[src/rcwd_pkg.sv]
/*
 * Shared constants for the radio configuration word decoder: word layout,
 * field positions, reset word, decode tables and pin bundle sizes.
 * Assumes nothing of its surroundings; every design file imports it whole.
 */
package rcwd_pkg;

    // ********************************************************************
    // Word layout
    // ********************************************************************
    localparam int CFG_W = 144;
    localparam int CNT_W = 8;
    localparam logic [CNT_W-1:0] CFG_BITS = 8'h90;
    localparam logic [CFG_W-1:0] CFG_RESET = 144'h8e08_1c20_2000_0000_00e7_0000_0000_e721_0f04;

    // Lowest bit of the retained protocol section.
    localparam int PROTO_LO = 16;
    localparam int LOOP_HI = 121;
    localparam int LOOP_LO = 120;
    localparam int PLEN2_HI = 119;
    localparam int PLEN2_LO = 112;
    localparam int PLEN1_HI = 111;
    localparam int PLEN1_LO = 104;
    localparam int KEY2_HI = 103;
    localparam int KEY2_LO = 64;
    localparam int KEY1_HI = 63;
    localparam int KEY1_LO = 24;
    localparam int KW_HI = 23;
    localparam int KW_LO = 18;
    localparam int CRCL_BIT = 17;
    localparam int CRCE_BIT = 16;
    localparam int DUAL_BIT = 15;
    localparam int PROTO_BIT = 14;
    localparam int RATE_BIT = 13;
    localparam int XO_HI = 12;
    localparam int XO_LO = 10;
    localparam int PWR_HI = 9;
    localparam int PWR_LO = 8;
    localparam int CH_HI = 7;
    localparam int CH_LO = 1;
    localparam int DIR_BIT = 0;
    localparam int KEY_W = 40;

    // ********************************************************************
    // Decode tables
    // ********************************************************************
    localparam logic [4:0] CRC_SHORT = 5'h08;
    localparam logic [4:0] CRC_LONG = 5'h10;
    localparam logic [3:0] PREAMBLE_BITS = 4'h8;
    localparam logic [9:0] RATE_SLOW_KBPS = 10'h0fa;
    localparam logic [9:0] RATE_FAST_KBPS = 10'h3e8;
    localparam logic [4:0] XO_4 = 5'h04;
    localparam logic [4:0] XO_8 = 5'h08;
    localparam logic [4:0] XO_12 = 5'h0c;
    localparam logic [4:0] XO_16 = 5'h10;
    localparam logic [4:0] XO_20 = 5'h14;
    localparam logic [4:0] XO_NONE = 5'h00;
    localparam logic signed [5:0] PWR_M20 = 6'h2c;
    localparam logic signed [5:0] PWR_M10 = 6'h36;
    localparam logic signed [5:0] PWR_M5 = 6'h3b;
    localparam logic signed [5:0] PWR_0 = 6'h00;
    localparam logic [11:0] BASE_MHZ = 12'h960;
    localparam logic [11:0] RX2_OFFSET_MHZ = 12'h008;
    localparam logic [8:0] PACKET_BITS = 9'h100;

    // ********************************************************************
    // Pin bundle
    // ********************************************************************
    localparam int PIN_W = 3;
    localparam int PIN_SEL = 2;
    localparam int PIN_SCK = 1;
    localparam int PIN_DAT = 0;

endpackage

[src/rcwd_pin_sync.sv]
/*
 * Two-stage synchroniser for the three serial configuration pins.
 * Assumes the pins are asynchronous to clk and change slowly against it.
 */
`timescale 1ns/1ns
module rcwd_pin_sync
    import rcwd_pkg::*;
(
    input wire logic clk,
    input wire logic rst_n,
    input wire logic [PIN_W-1:0] pin_raw,
    output logic [PIN_W-1:0] pin_sync
);

    // ********************************************************************
    // Synchroniser stages
    // ********************************************************************
    logic [PIN_W-1:0] meta_q;
    logic [PIN_W-1:0] sync_q;

    // The first stage is read by the second stage only.
    genvar g;
    generate
        for (g = 0; g < PIN_W; g++) begin : g_bit
            always_ff @(posedge clk) begin
                if (!rst_n) begin
                    meta_q[g] <= 1'b0;
                    sync_q[g] <= 1'b0;
                end else begin
                    meta_q[g] <= pin_raw[g];
                    sync_q[g] <= meta_q[g];
                end
            end
        end
    endgenerate

    assign pin_sync = sync_q;

endmodule

[src/rcwd_field_decode.sv]
/*
 * Registered decoder that turns the held configuration word into settings.
 * Assumes cfg_word is a flop output on the same clock.
 */
`timescale 1ns/1ns
module rcwd_field_decode
    import rcwd_pkg::*;
(
    input wire logic clk,
    input wire logic rst_n,
    input wire logic [CFG_W-1:0] cfg_word,
    output logic tx_loop_closed,
    output logic rx_loop_closed,
    output logic [7:0] payload_len_second,
    output logic [7:0] payload_len_first,
    output logic [KEY_W-1:0] rx_match_key_second,
    output logic [KEY_W-1:0] rx_match_key_first,
    output logic [5:0] key_width,
    output logic [4:0] crc_bits,
    output logic crc_enable,
    output logic dual_receive_enable,
    output logic comm_protocol_select,
    output logic [3:0] preamble_bits,
    output logic [8:0] payload_budget,
    output logic [9:0] air_rate_kbps,
    output logic [4:0] crystal_mhz,
    output logic signed [5:0] tx_output_dbm,
    output logic [6:0] channel_number,
    output logic [11:0] tx_freq_mhz,
    output logic [11:0] rx1_freq_mhz,
    output logic [11:0] rx2_freq_mhz,
    output logic receive_direction
);

    // ********************************************************************
    // Helpers
    // ********************************************************************
    function automatic logic [KEY_W-1:0] key_mask(input logic [KEY_W-1:0] key,
                                                  input logic [5:0] width);
        logic [KEY_W-1:0] m;
        m = '0;
        for (int i = 0; i < KEY_W; i++) begin
            m[i] = key[i] & (width > 6'(i));
        end
        return m;
    endfunction

    logic [5:0] kw;
    logic [4:0] crc_len;
    logic [11:0] f1;
    assign kw = cfg_word[KW_HI:KW_LO];
    assign crc_len = cfg_word[CRCL_BIT] ? CRC_LONG : CRC_SHORT;
    assign f1 = BASE_MHZ + {5'h00, cfg_word[CH_HI:CH_LO]};

    // ********************************************************************
    // Registered settings
    // ********************************************************************
    always_ff @(posedge clk) begin
        if (!rst_n) begin
            tx_loop_closed <= 1'b0;
            rx_loop_closed <= 1'b0;
            payload_len_second <= 8'h00;
            payload_len_first <= 8'h00;
            rx_match_key_second <= '0;
            rx_match_key_first <= '0;
            key_width <= 6'h00;
            crc_bits <= 5'h00;
            crc_enable <= 1'b0;
            dual_receive_enable <= 1'b0;
            comm_protocol_select <= 1'b0;
            preamble_bits <= 4'h0;
            payload_budget <= 9'h000;
            air_rate_kbps <= 10'h000;
            tx_output_dbm <= 6'h00;
            channel_number <= 7'h00;
            tx_freq_mhz <= 12'h000;
            rx1_freq_mhz <= 12'h000;
            rx2_freq_mhz <= 12'h000;
            receive_direction <= 1'b0;
        end else begin
            // high bit closes the transmit loop, low bit opens receive.
            tx_loop_closed <= cfg_word[LOOP_HI];
            rx_loop_closed <= ~cfg_word[LOOP_LO];
            payload_len_second <= cfg_word[PLEN2_HI:PLEN2_LO];
            payload_len_first <= cfg_word[PLEN1_HI:PLEN1_LO];
            // key bits above the width are dropped.
            rx_match_key_second <= key_mask(cfg_word[KEY2_HI:KEY2_LO], kw);
            rx_match_key_first <= key_mask(cfg_word[KEY1_HI:KEY1_LO], kw);
            key_width <= kw;
            crc_bits <= crc_len;
            crc_enable <= cfg_word[CRCE_BIT];
            dual_receive_enable <= cfg_word[DUAL_BIT];
            comm_protocol_select <= cfg_word[PROTO_BIT];
            // preamble only in packet mode, outside the budget.
            preamble_bits <= cfg_word[PROTO_BIT] ? PREAMBLE_BITS : 4'h0;
            payload_budget <= PACKET_BITS - {3'h0, kw} - {4'h0, crc_len};
            air_rate_kbps <= cfg_word[RATE_BIT] ? RATE_FAST_KBPS : RATE_SLOW_KBPS;
            unique case (cfg_word[PWR_HI:PWR_LO])
                2'h0: tx_output_dbm <= PWR_M20;
                2'h1: tx_output_dbm <= PWR_M10;
                2'h2: tx_output_dbm <= PWR_M5;
                2'h3: tx_output_dbm <= PWR_0;
            endcase
            channel_number <= cfg_word[CH_HI:CH_LO];
            tx_freq_mhz <= f1;
            rx1_freq_mhz <= f1;
            // second channel eight steps above the first.
            rx2_freq_mhz <= f1 + RX2_OFFSET_MHZ;
            receive_direction <= cfg_word[DIR_BIT];
        end
    end

    // crystal table; codes above four are not defined and read zero.
    always_ff @(posedge clk) begin
        if (!rst_n) begin
            crystal_mhz <= XO_NONE;
        end else begin
            case (cfg_word[XO_HI:XO_LO])
                3'h0: crystal_mhz <= XO_4;
                3'h1: crystal_mhz <= XO_8;
                3'h2: crystal_mhz <= XO_12;
                3'h3: crystal_mhz <= XO_16;
                3'h4: crystal_mhz <= XO_20;
                default: crystal_mhz <= XO_NONE;
            endcase
        end
    end

endmodule

[src/rcwd_top.sv]
/*
 * Configuration word loader and decoder of a 2.4 GHz transceiver.
 * Assumes the three serial pins are asynchronous and the shift clock
 * is far slower than clk, so that each level lasts several clk cycles.
 */
//
// Contract
// - Protocol section bits 119..16 stay held while powered; reset only at power-up.
// - Loop field selects transmit and receive loop closure per code.
// - Two eight-bit payload widths, channel two upper, channel one lower.
// - Packet mode adds an 8-bit preamble outside the budget.
// - Two 40-bit receive keys at bits 103..64 and 63..24.
// - Key bits above configured width are ignored.
// - Checksum length bit selects 8 or 16 bits.
// - Checksum enable turns generation and checking on together.
// - Dual receive bit; second channel sits 8 channels higher.
// - Mode bit selects direct or automatic packet mode.
// - Rate bit selects 250 kbps or 1 Mbps; fast needs 16 MHz crystal. The code decodes the rate bit alone, with any crystal code.
// - Crystal codes 0..4 map to 4, 8, 12, 16, 20 MHz.
// - Power codes map to -20, -10, -5, 0 dBm.
// - Frequency is 2400 MHz plus channel; channel two adds 8.
// - Lowest bit selects transmit at 0, receive at 1.
// - Word enters MSB first, one bit per rising shift clock.
// - New word applies only when select falls.
// - Only as many bits as were shifted get updated.
`timescale 1ns/1ns
module rcwd_top
    import rcwd_pkg::*;
(
    input wire logic clk,
    input wire logic rst_n,
    input wire logic cfg_select,
    input wire logic config_shift_clock,
    input wire logic cfg_data,
    output logic tx_loop_closed,
    output logic rx_loop_closed,
    output logic [7:0] payload_len_second,
    output logic [7:0] payload_len_first,
    output logic [KEY_W-1:0] rx_match_key_second,
    output logic [KEY_W-1:0] rx_match_key_first,
    output logic [5:0] key_width,
    output logic [4:0] crc_bits,
    output logic crc_enable,
    output logic dual_receive_enable,
    output logic comm_protocol_select,
    output logic [3:0] preamble_bits,
    output logic [8:0] payload_budget,
    output logic [9:0] air_rate_kbps,
    output logic [4:0] crystal_mhz,
    output logic signed [5:0] tx_output_dbm,
    output logic [6:0] channel_number,
    output logic [11:0] tx_freq_mhz,
    output logic [11:0] rx1_freq_mhz,
    output logic [11:0] rx2_freq_mhz,
    output logic receive_direction
);

    // ********************************************************************
    // Pin synchronisation and edge detection
    // ********************************************************************
    logic [PIN_W-1:0] pins_s;
    logic sel_s;
    logic sck_s;
    logic dat_s;
    logic sel_prev_q;
    logic sck_prev_q;
    logic sel_fall;
    logic sck_rise;

    rcwd_pin_sync u_sync (
        .clk(clk),
        .rst_n(rst_n),
        .pin_raw({cfg_select, config_shift_clock, cfg_data}),
        .pin_sync(pins_s)
    );

    assign sel_s = pins_s[PIN_SEL];
    assign sck_s = pins_s[PIN_SCK];
    assign dat_s = pins_s[PIN_DAT];

    always_ff @(posedge clk) begin
        if (!rst_n) begin
            sel_prev_q <= 1'b0;
            sck_prev_q <= 1'b0;
        end else begin
            sel_prev_q <= sel_s;
            sck_prev_q <= sck_s;
        end
    end

    assign sel_fall = sel_prev_q & ~sel_s;
    assign sck_rise = ~sck_prev_q & sck_s;

    // ********************************************************************
    // Shift register and bit count
    // ********************************************************************
    logic [CFG_W-1:0] shift_q;
    logic [CNT_W-1:0] count_q;
    logic [CNT_W-1:0] count_d;

    // MSB first, so the newest bit lands at bit 0.
    always_ff @(posedge clk) begin
        if (!rst_n) begin
            shift_q <= '0;
        end else if (sel_s && sck_rise) begin
            shift_q <= {shift_q[CFG_W-2:0], dat_s};
        end
    end

    // The count saturates at a full word; extra bits only push old ones out.
    always_comb begin
        count_d = count_q;
        if (!sel_s) begin
            count_d = '0;
        end else if (sck_rise && count_q < CFG_BITS) begin
            count_d = count_q + 8'h01;
        end
    end

    always_ff @(posedge clk) begin
        if (!rst_n) begin
            count_q <= '0;
        end else begin
            count_q <= count_d;
        end
    end

    // ********************************************************************
    // Held configuration word
    // ********************************************************************
    logic [CFG_W-1:0] cfg_q;
    logic [CFG_W-1:0] cfg_d;

    // only the falling select applies shifted bits.
    // bits beyond the shifted count keep their value.
    // a short load lands on the lowest bits.
    always_comb begin
        cfg_d = cfg_q;
        for (int i = 0; i < CFG_W; i++) begin
            if (sel_fall && count_q > CNT_W'(i)) begin
                cfg_d[i] = shift_q[i];
            end
        end
    end

    // the word resets only at power-up and is otherwise kept.
    always_ff @(posedge clk) begin
        if (!rst_n) begin
            cfg_q <= CFG_RESET;
        end else begin
            cfg_q <= cfg_d;
        end
    end

    // ********************************************************************
    // Field decoder
    // ********************************************************************
    // both keys are taken from their fixed word positions.
    rcwd_field_decode u_dec (
        .clk(clk),
        .rst_n(rst_n),
        .cfg_word(cfg_q),
        .tx_loop_closed(tx_loop_closed),
        .rx_loop_closed(rx_loop_closed),
        .payload_len_second(payload_len_second),
        .payload_len_first(payload_len_first),
        .rx_match_key_second(rx_match_key_second),
        .rx_match_key_first(rx_match_key_first),
        .key_width(key_width),
        .crc_bits(crc_bits),
        .crc_enable(crc_enable),
        .dual_receive_enable(dual_receive_enable),
        .comm_protocol_select(comm_protocol_select),
        .preamble_bits(preamble_bits),
        .payload_budget(payload_budget),
        .air_rate_kbps(air_rate_kbps),
        .crystal_mhz(crystal_mhz),
        .tx_output_dbm(tx_output_dbm),
        .channel_number(channel_number),
        .tx_freq_mhz(tx_freq_mhz),
        .rx1_freq_mhz(rx1_freq_mhz),
        .rx2_freq_mhz(rx2_freq_mhz),
        .receive_direction(receive_direction)
    );
endmodule

[config.mk]
export PLATFORM = sky130hd
export DESIGN_NAME = rcwd_top
export DESIGN_NICKNAME = d
export VERILOG_FILES = /design/src/rcwd_pkg.sv /design/src/rcwd_pin_sync.sv /design/src/rcwd_field_decode.sv /design/src/rcwd_top.sv
export SDC_FILE = /design/constraint.sdc
export NUM_CORES = 1
export LEC_CHECK = 0
export BUFFER_PORTS_ARGS = -buffer_cell sky130_fd_sc_hd__buf_2
export CORE_MARGIN = 8
export CORE_UTILIZATION = 45
export DETAILED_ROUTE_END_ITERATION = 7
export SLEW_MARGIN = 15
export SYNTH_ARGS = -nofsm -noshare
export SYNTH_HDL_FRONTEND = slang
export SYNTH_SLANG_ARGS = --single-unit
[constraint.sdc]
create_clock -name clk -period 3.4 [get_ports clk]
set_input_delay 0.34 -clock clk [delete_from_list [all_inputs] [get_ports clk]]
set_output_delay 0.34 -clock clk [all_outputs]
set_load 0.005 [all_outputs]
==> results.ini <==
[grt]
antenna_found_initial = 0
grt_pass1_vias = 12900
grt_pass1_wl_um = 82900
gr-total-overflow = 0
grt_max_degree = 104
grt_usage_pct = 25.8

[place]
port_buffers = 179
pre_cts_ws_ps = 265
gp_congestion = 0.906
dp.final_hpwl_um = 40300

[clock_network]
cts.repair.resized = 0
cts_tree = done
cts_buffers = 42
htreeDepth = 2
clock-sinks = 406
clock_latency_ps = 580
cts_setup_buffers = 0
clk_pin_slew_worst_paths_ps = 60
clockRootBuffer = clkbuf_16
cts_buffer_depth = 3
cts-hold-fix-buffers = 3

[floorplanning]
io_pins = 195
row_count = 70
start_util_pct = 45.2
die_w_um = 207
die_area_sq_um = 42800
fp.coreArea_sq_um = 36300
dieHeight_um = 207

[critical_path]
worstReg2RegEnd = cfg_q[50]
end_kind = flip-flop
r2r_cells = 4
worstPathArrival_ps = 3690
crit_slowest_cell = dfxtp_1
r2r_slack_ps = 200
crit_required_ps = 3890
criticalPathCategory = reg -> reg
path_max_fanout = 24
worstReg2RegStart = count_q[7]
path_cells = a211oi_1 > nand2b_1 > a221oi_1 > mux2i_1
critPathLaunchType = flip-flop
critPathMaxStageDelay_ps = 1120

[worst_hold_path]
worstHoldStart = rst_n
whs_path_depth = 3
hold_end = cfg_q[60]
hp-class = in -> reg

[sta]
post-route-period-util_pct = 94.2
period_needed_ps = 3200
max_slew_margin_pct = 19.5
clock.fmax_ghz = 0.312
final.setup.worst_slack_ps = 197
skew_ps = 25.4
hold_viol_final = 0
setup_tns_ps = 0
setup_viol = 0
maxSlewViolCount = 0
worstMarginPinSlew_ps = 1210
rsz0062_at_grt = no

[synthesis]
syn_inst = 1867
synth.distinct_cells = 86
ys.flop_type = dfxtp_1
async_flop_share_pct = 0
synth_area_sq_um = 16400
synth_common_cells = 406 x dfxtp_1, 389 x nand2_1, 187 x a21oi_1
ys_top_cells_by_area = dfxtp_1 50%, nand2_1 8.9%, a21oi_1 5.7%, mux2i_1 5.3%, nor2_1 2.7%
yosysTopAreaCell = dfxtp_1
ys_seq_area_share_pct = 49.6
synth_edf_count = 0
synth_area_per_cell_sq_um = 8.78
ys_seq_elements = 406
synthMostInstantiatedCell = dfxtp_1
yosys.area.top_type_share_pct = 49.6
yosysWarnings = 0

[detailed_routing]
num_vias = 13700
drt-total-wl_um = 55700
firstDrtPassIters = 6
post-route-drc-count = 0
antenna_left = 0
post_drt_via_cell_ratio = 5.51
initialDrtViolationCount = 1130
wire_per_inst_um = 22.4

[pwr]
worst_ir_drop_vdd_mv = 0.403
power_leakage_nw = 7.48
power.total_w = 0.00954
power_density_nw_per_um2 = 505

[cells_and_area]
layout-drive-gt1-share_pct = 16.8
area_growth_pct = 15.2
antennaDiodeCount = 0
fillers = 3454
fin_nets = 2015

[run]
max-cap-violations = 0

[outcome]
status = complete, no violations

[cell families (layout without fill, tap and decap cells)]
kind of cell,after synthesis,count (layout),share of synthesized area [%]
buffers and inverters,235,372,7.25
multiplexers,86,86,5.25
XOR/XNOR,10,10,0.534
AO/OA/AOI/OAI,373,373,14.2
flip-flops,406,406,49.6
AND/OR/NAND/NOR,732,732,21.3
adder cells (fa/ha/maj),24,24,1.83
other,1,15,0.0229
[worst max-delay path by stage]
stage | startpoint | endpoint | slack (ps) | depth (start not counted)
2_1_floorplan | cfg_q[21] | u_dec.payload_budget[6] | 1150 | 9
3_3_place_gp | count_q[7] | cfg_q[50] | 300 | 4
3_5_place_dp | count_q[7] | cfg_q[50] | 270 | 4
4_1_cts | count_q[7] | cfg_q[50] | 270 | 4
5_1_grt | count_q[7] | cfg_q[62] | 140 | 4
6_report | count_q[7] | cfg_q[50] | 200 | 4
[sequential cells by signal, summed over array words and instances (netlist names), 4 cells and up]
register	flops
cfg_q	122
count_q	8
shift_q	122
u_dec.channel_number	7
u_dec.key_width	5
u_dec.payload_budget	9
u_dec.payload_len_first	8
u_dec.payload_len_second	8
u_dec.rx2_freq_mhz	7
u_dec.rx_match_key_first	40
u_dec.rx_match_key_second	40
u_dec.tx_freq_mhz	4
u_dec.tx_output_dbm	5
[through the flow]
step / cells / instance area, sq um / hold WS (ps) / util, %
3_3_place_gp: 2407 / 17500 / 415 / 48.3
5_1_grt: 2486 / 18900 / 239 / 52.1
2_1_floorplan: 1881 / 16400 / 368 / -
3_5_place_dp: 2407 / 17500 / 418 / 48.3
4_1_cts: 2486 / 18900 / 219 / 52.1
6_report: 2486 / 18900 / 239 / 52.1
[layout by cell type (no fill, tap or decap), types with 11 or more instances in the layout]
cell type	Yosys	routed
nand2_1	389	388
nand3_1	22	22
a211oi_1	16	16
mux2i_1	86	86
ha_1	24	24
buf_4	56	49
and2_1	68	67
nor2b_1	11	11
nor2_1	120	120
and3_1	28	28
clkbuf_16	0	42
nor3_1	16	16
o21ai_0	52	52
clkbuf_1	75	12
dfxtp_1	406	406
conb_1	1	15
buf_2	34	178
inv_1	56	56
a21oi_1	187	187
a221oi_1	27	27
[layer usage]
layer	routed length [um]	track usage, %
met4	1600	8.45
met1	25100	35.4
met3	4710	7.33
met5	0	0
met2	24300	38.7
[cell type report]
cell class / instances / area (sq um) / share of cell area (%)
clock buffers: 63 / 1220 / 6.46
repair buffers: 238 / 1450 / 7.67
well taps: 468 / 586 / 3.10
clock inverters: 13 / 141 / 0.748
inverters: 58 / 223 / 1.18
flip-flops and latches: 406 / 8130 / 43.0
multi-input cells: 1240 / 7140 / 37.8
[critical path: cells and delay by family, from the launching register on]
| family | cells | cell delay, ps |
|---|---|---|
| AO/OA/AOI/OAI | 2 | 1230 |
| flip-flops | 1 | 1120 |
| AND/OR/NAND/NOR | 1 | 520 |
| multiplexers | 1 | 260 |
[report_power, final]
| part | leakage (nW) | internal, W | switching, W | total [W] |
|---|---|---|---|---|
| Clock | 0.673 | 0.00265 | 0.00190 | 0.00455 |
| Combinational | 3.52 | 0.0000520 | 0.000147 | 0.000199 |
| Sequential | 3.28 | 0.00478 | 0.00000801 | 0.00479 |
| Total | 7.48 | 0.00748 | 0.00206 | 0.00954 |
Note: power is estimated with default switching activity, not from simulation.
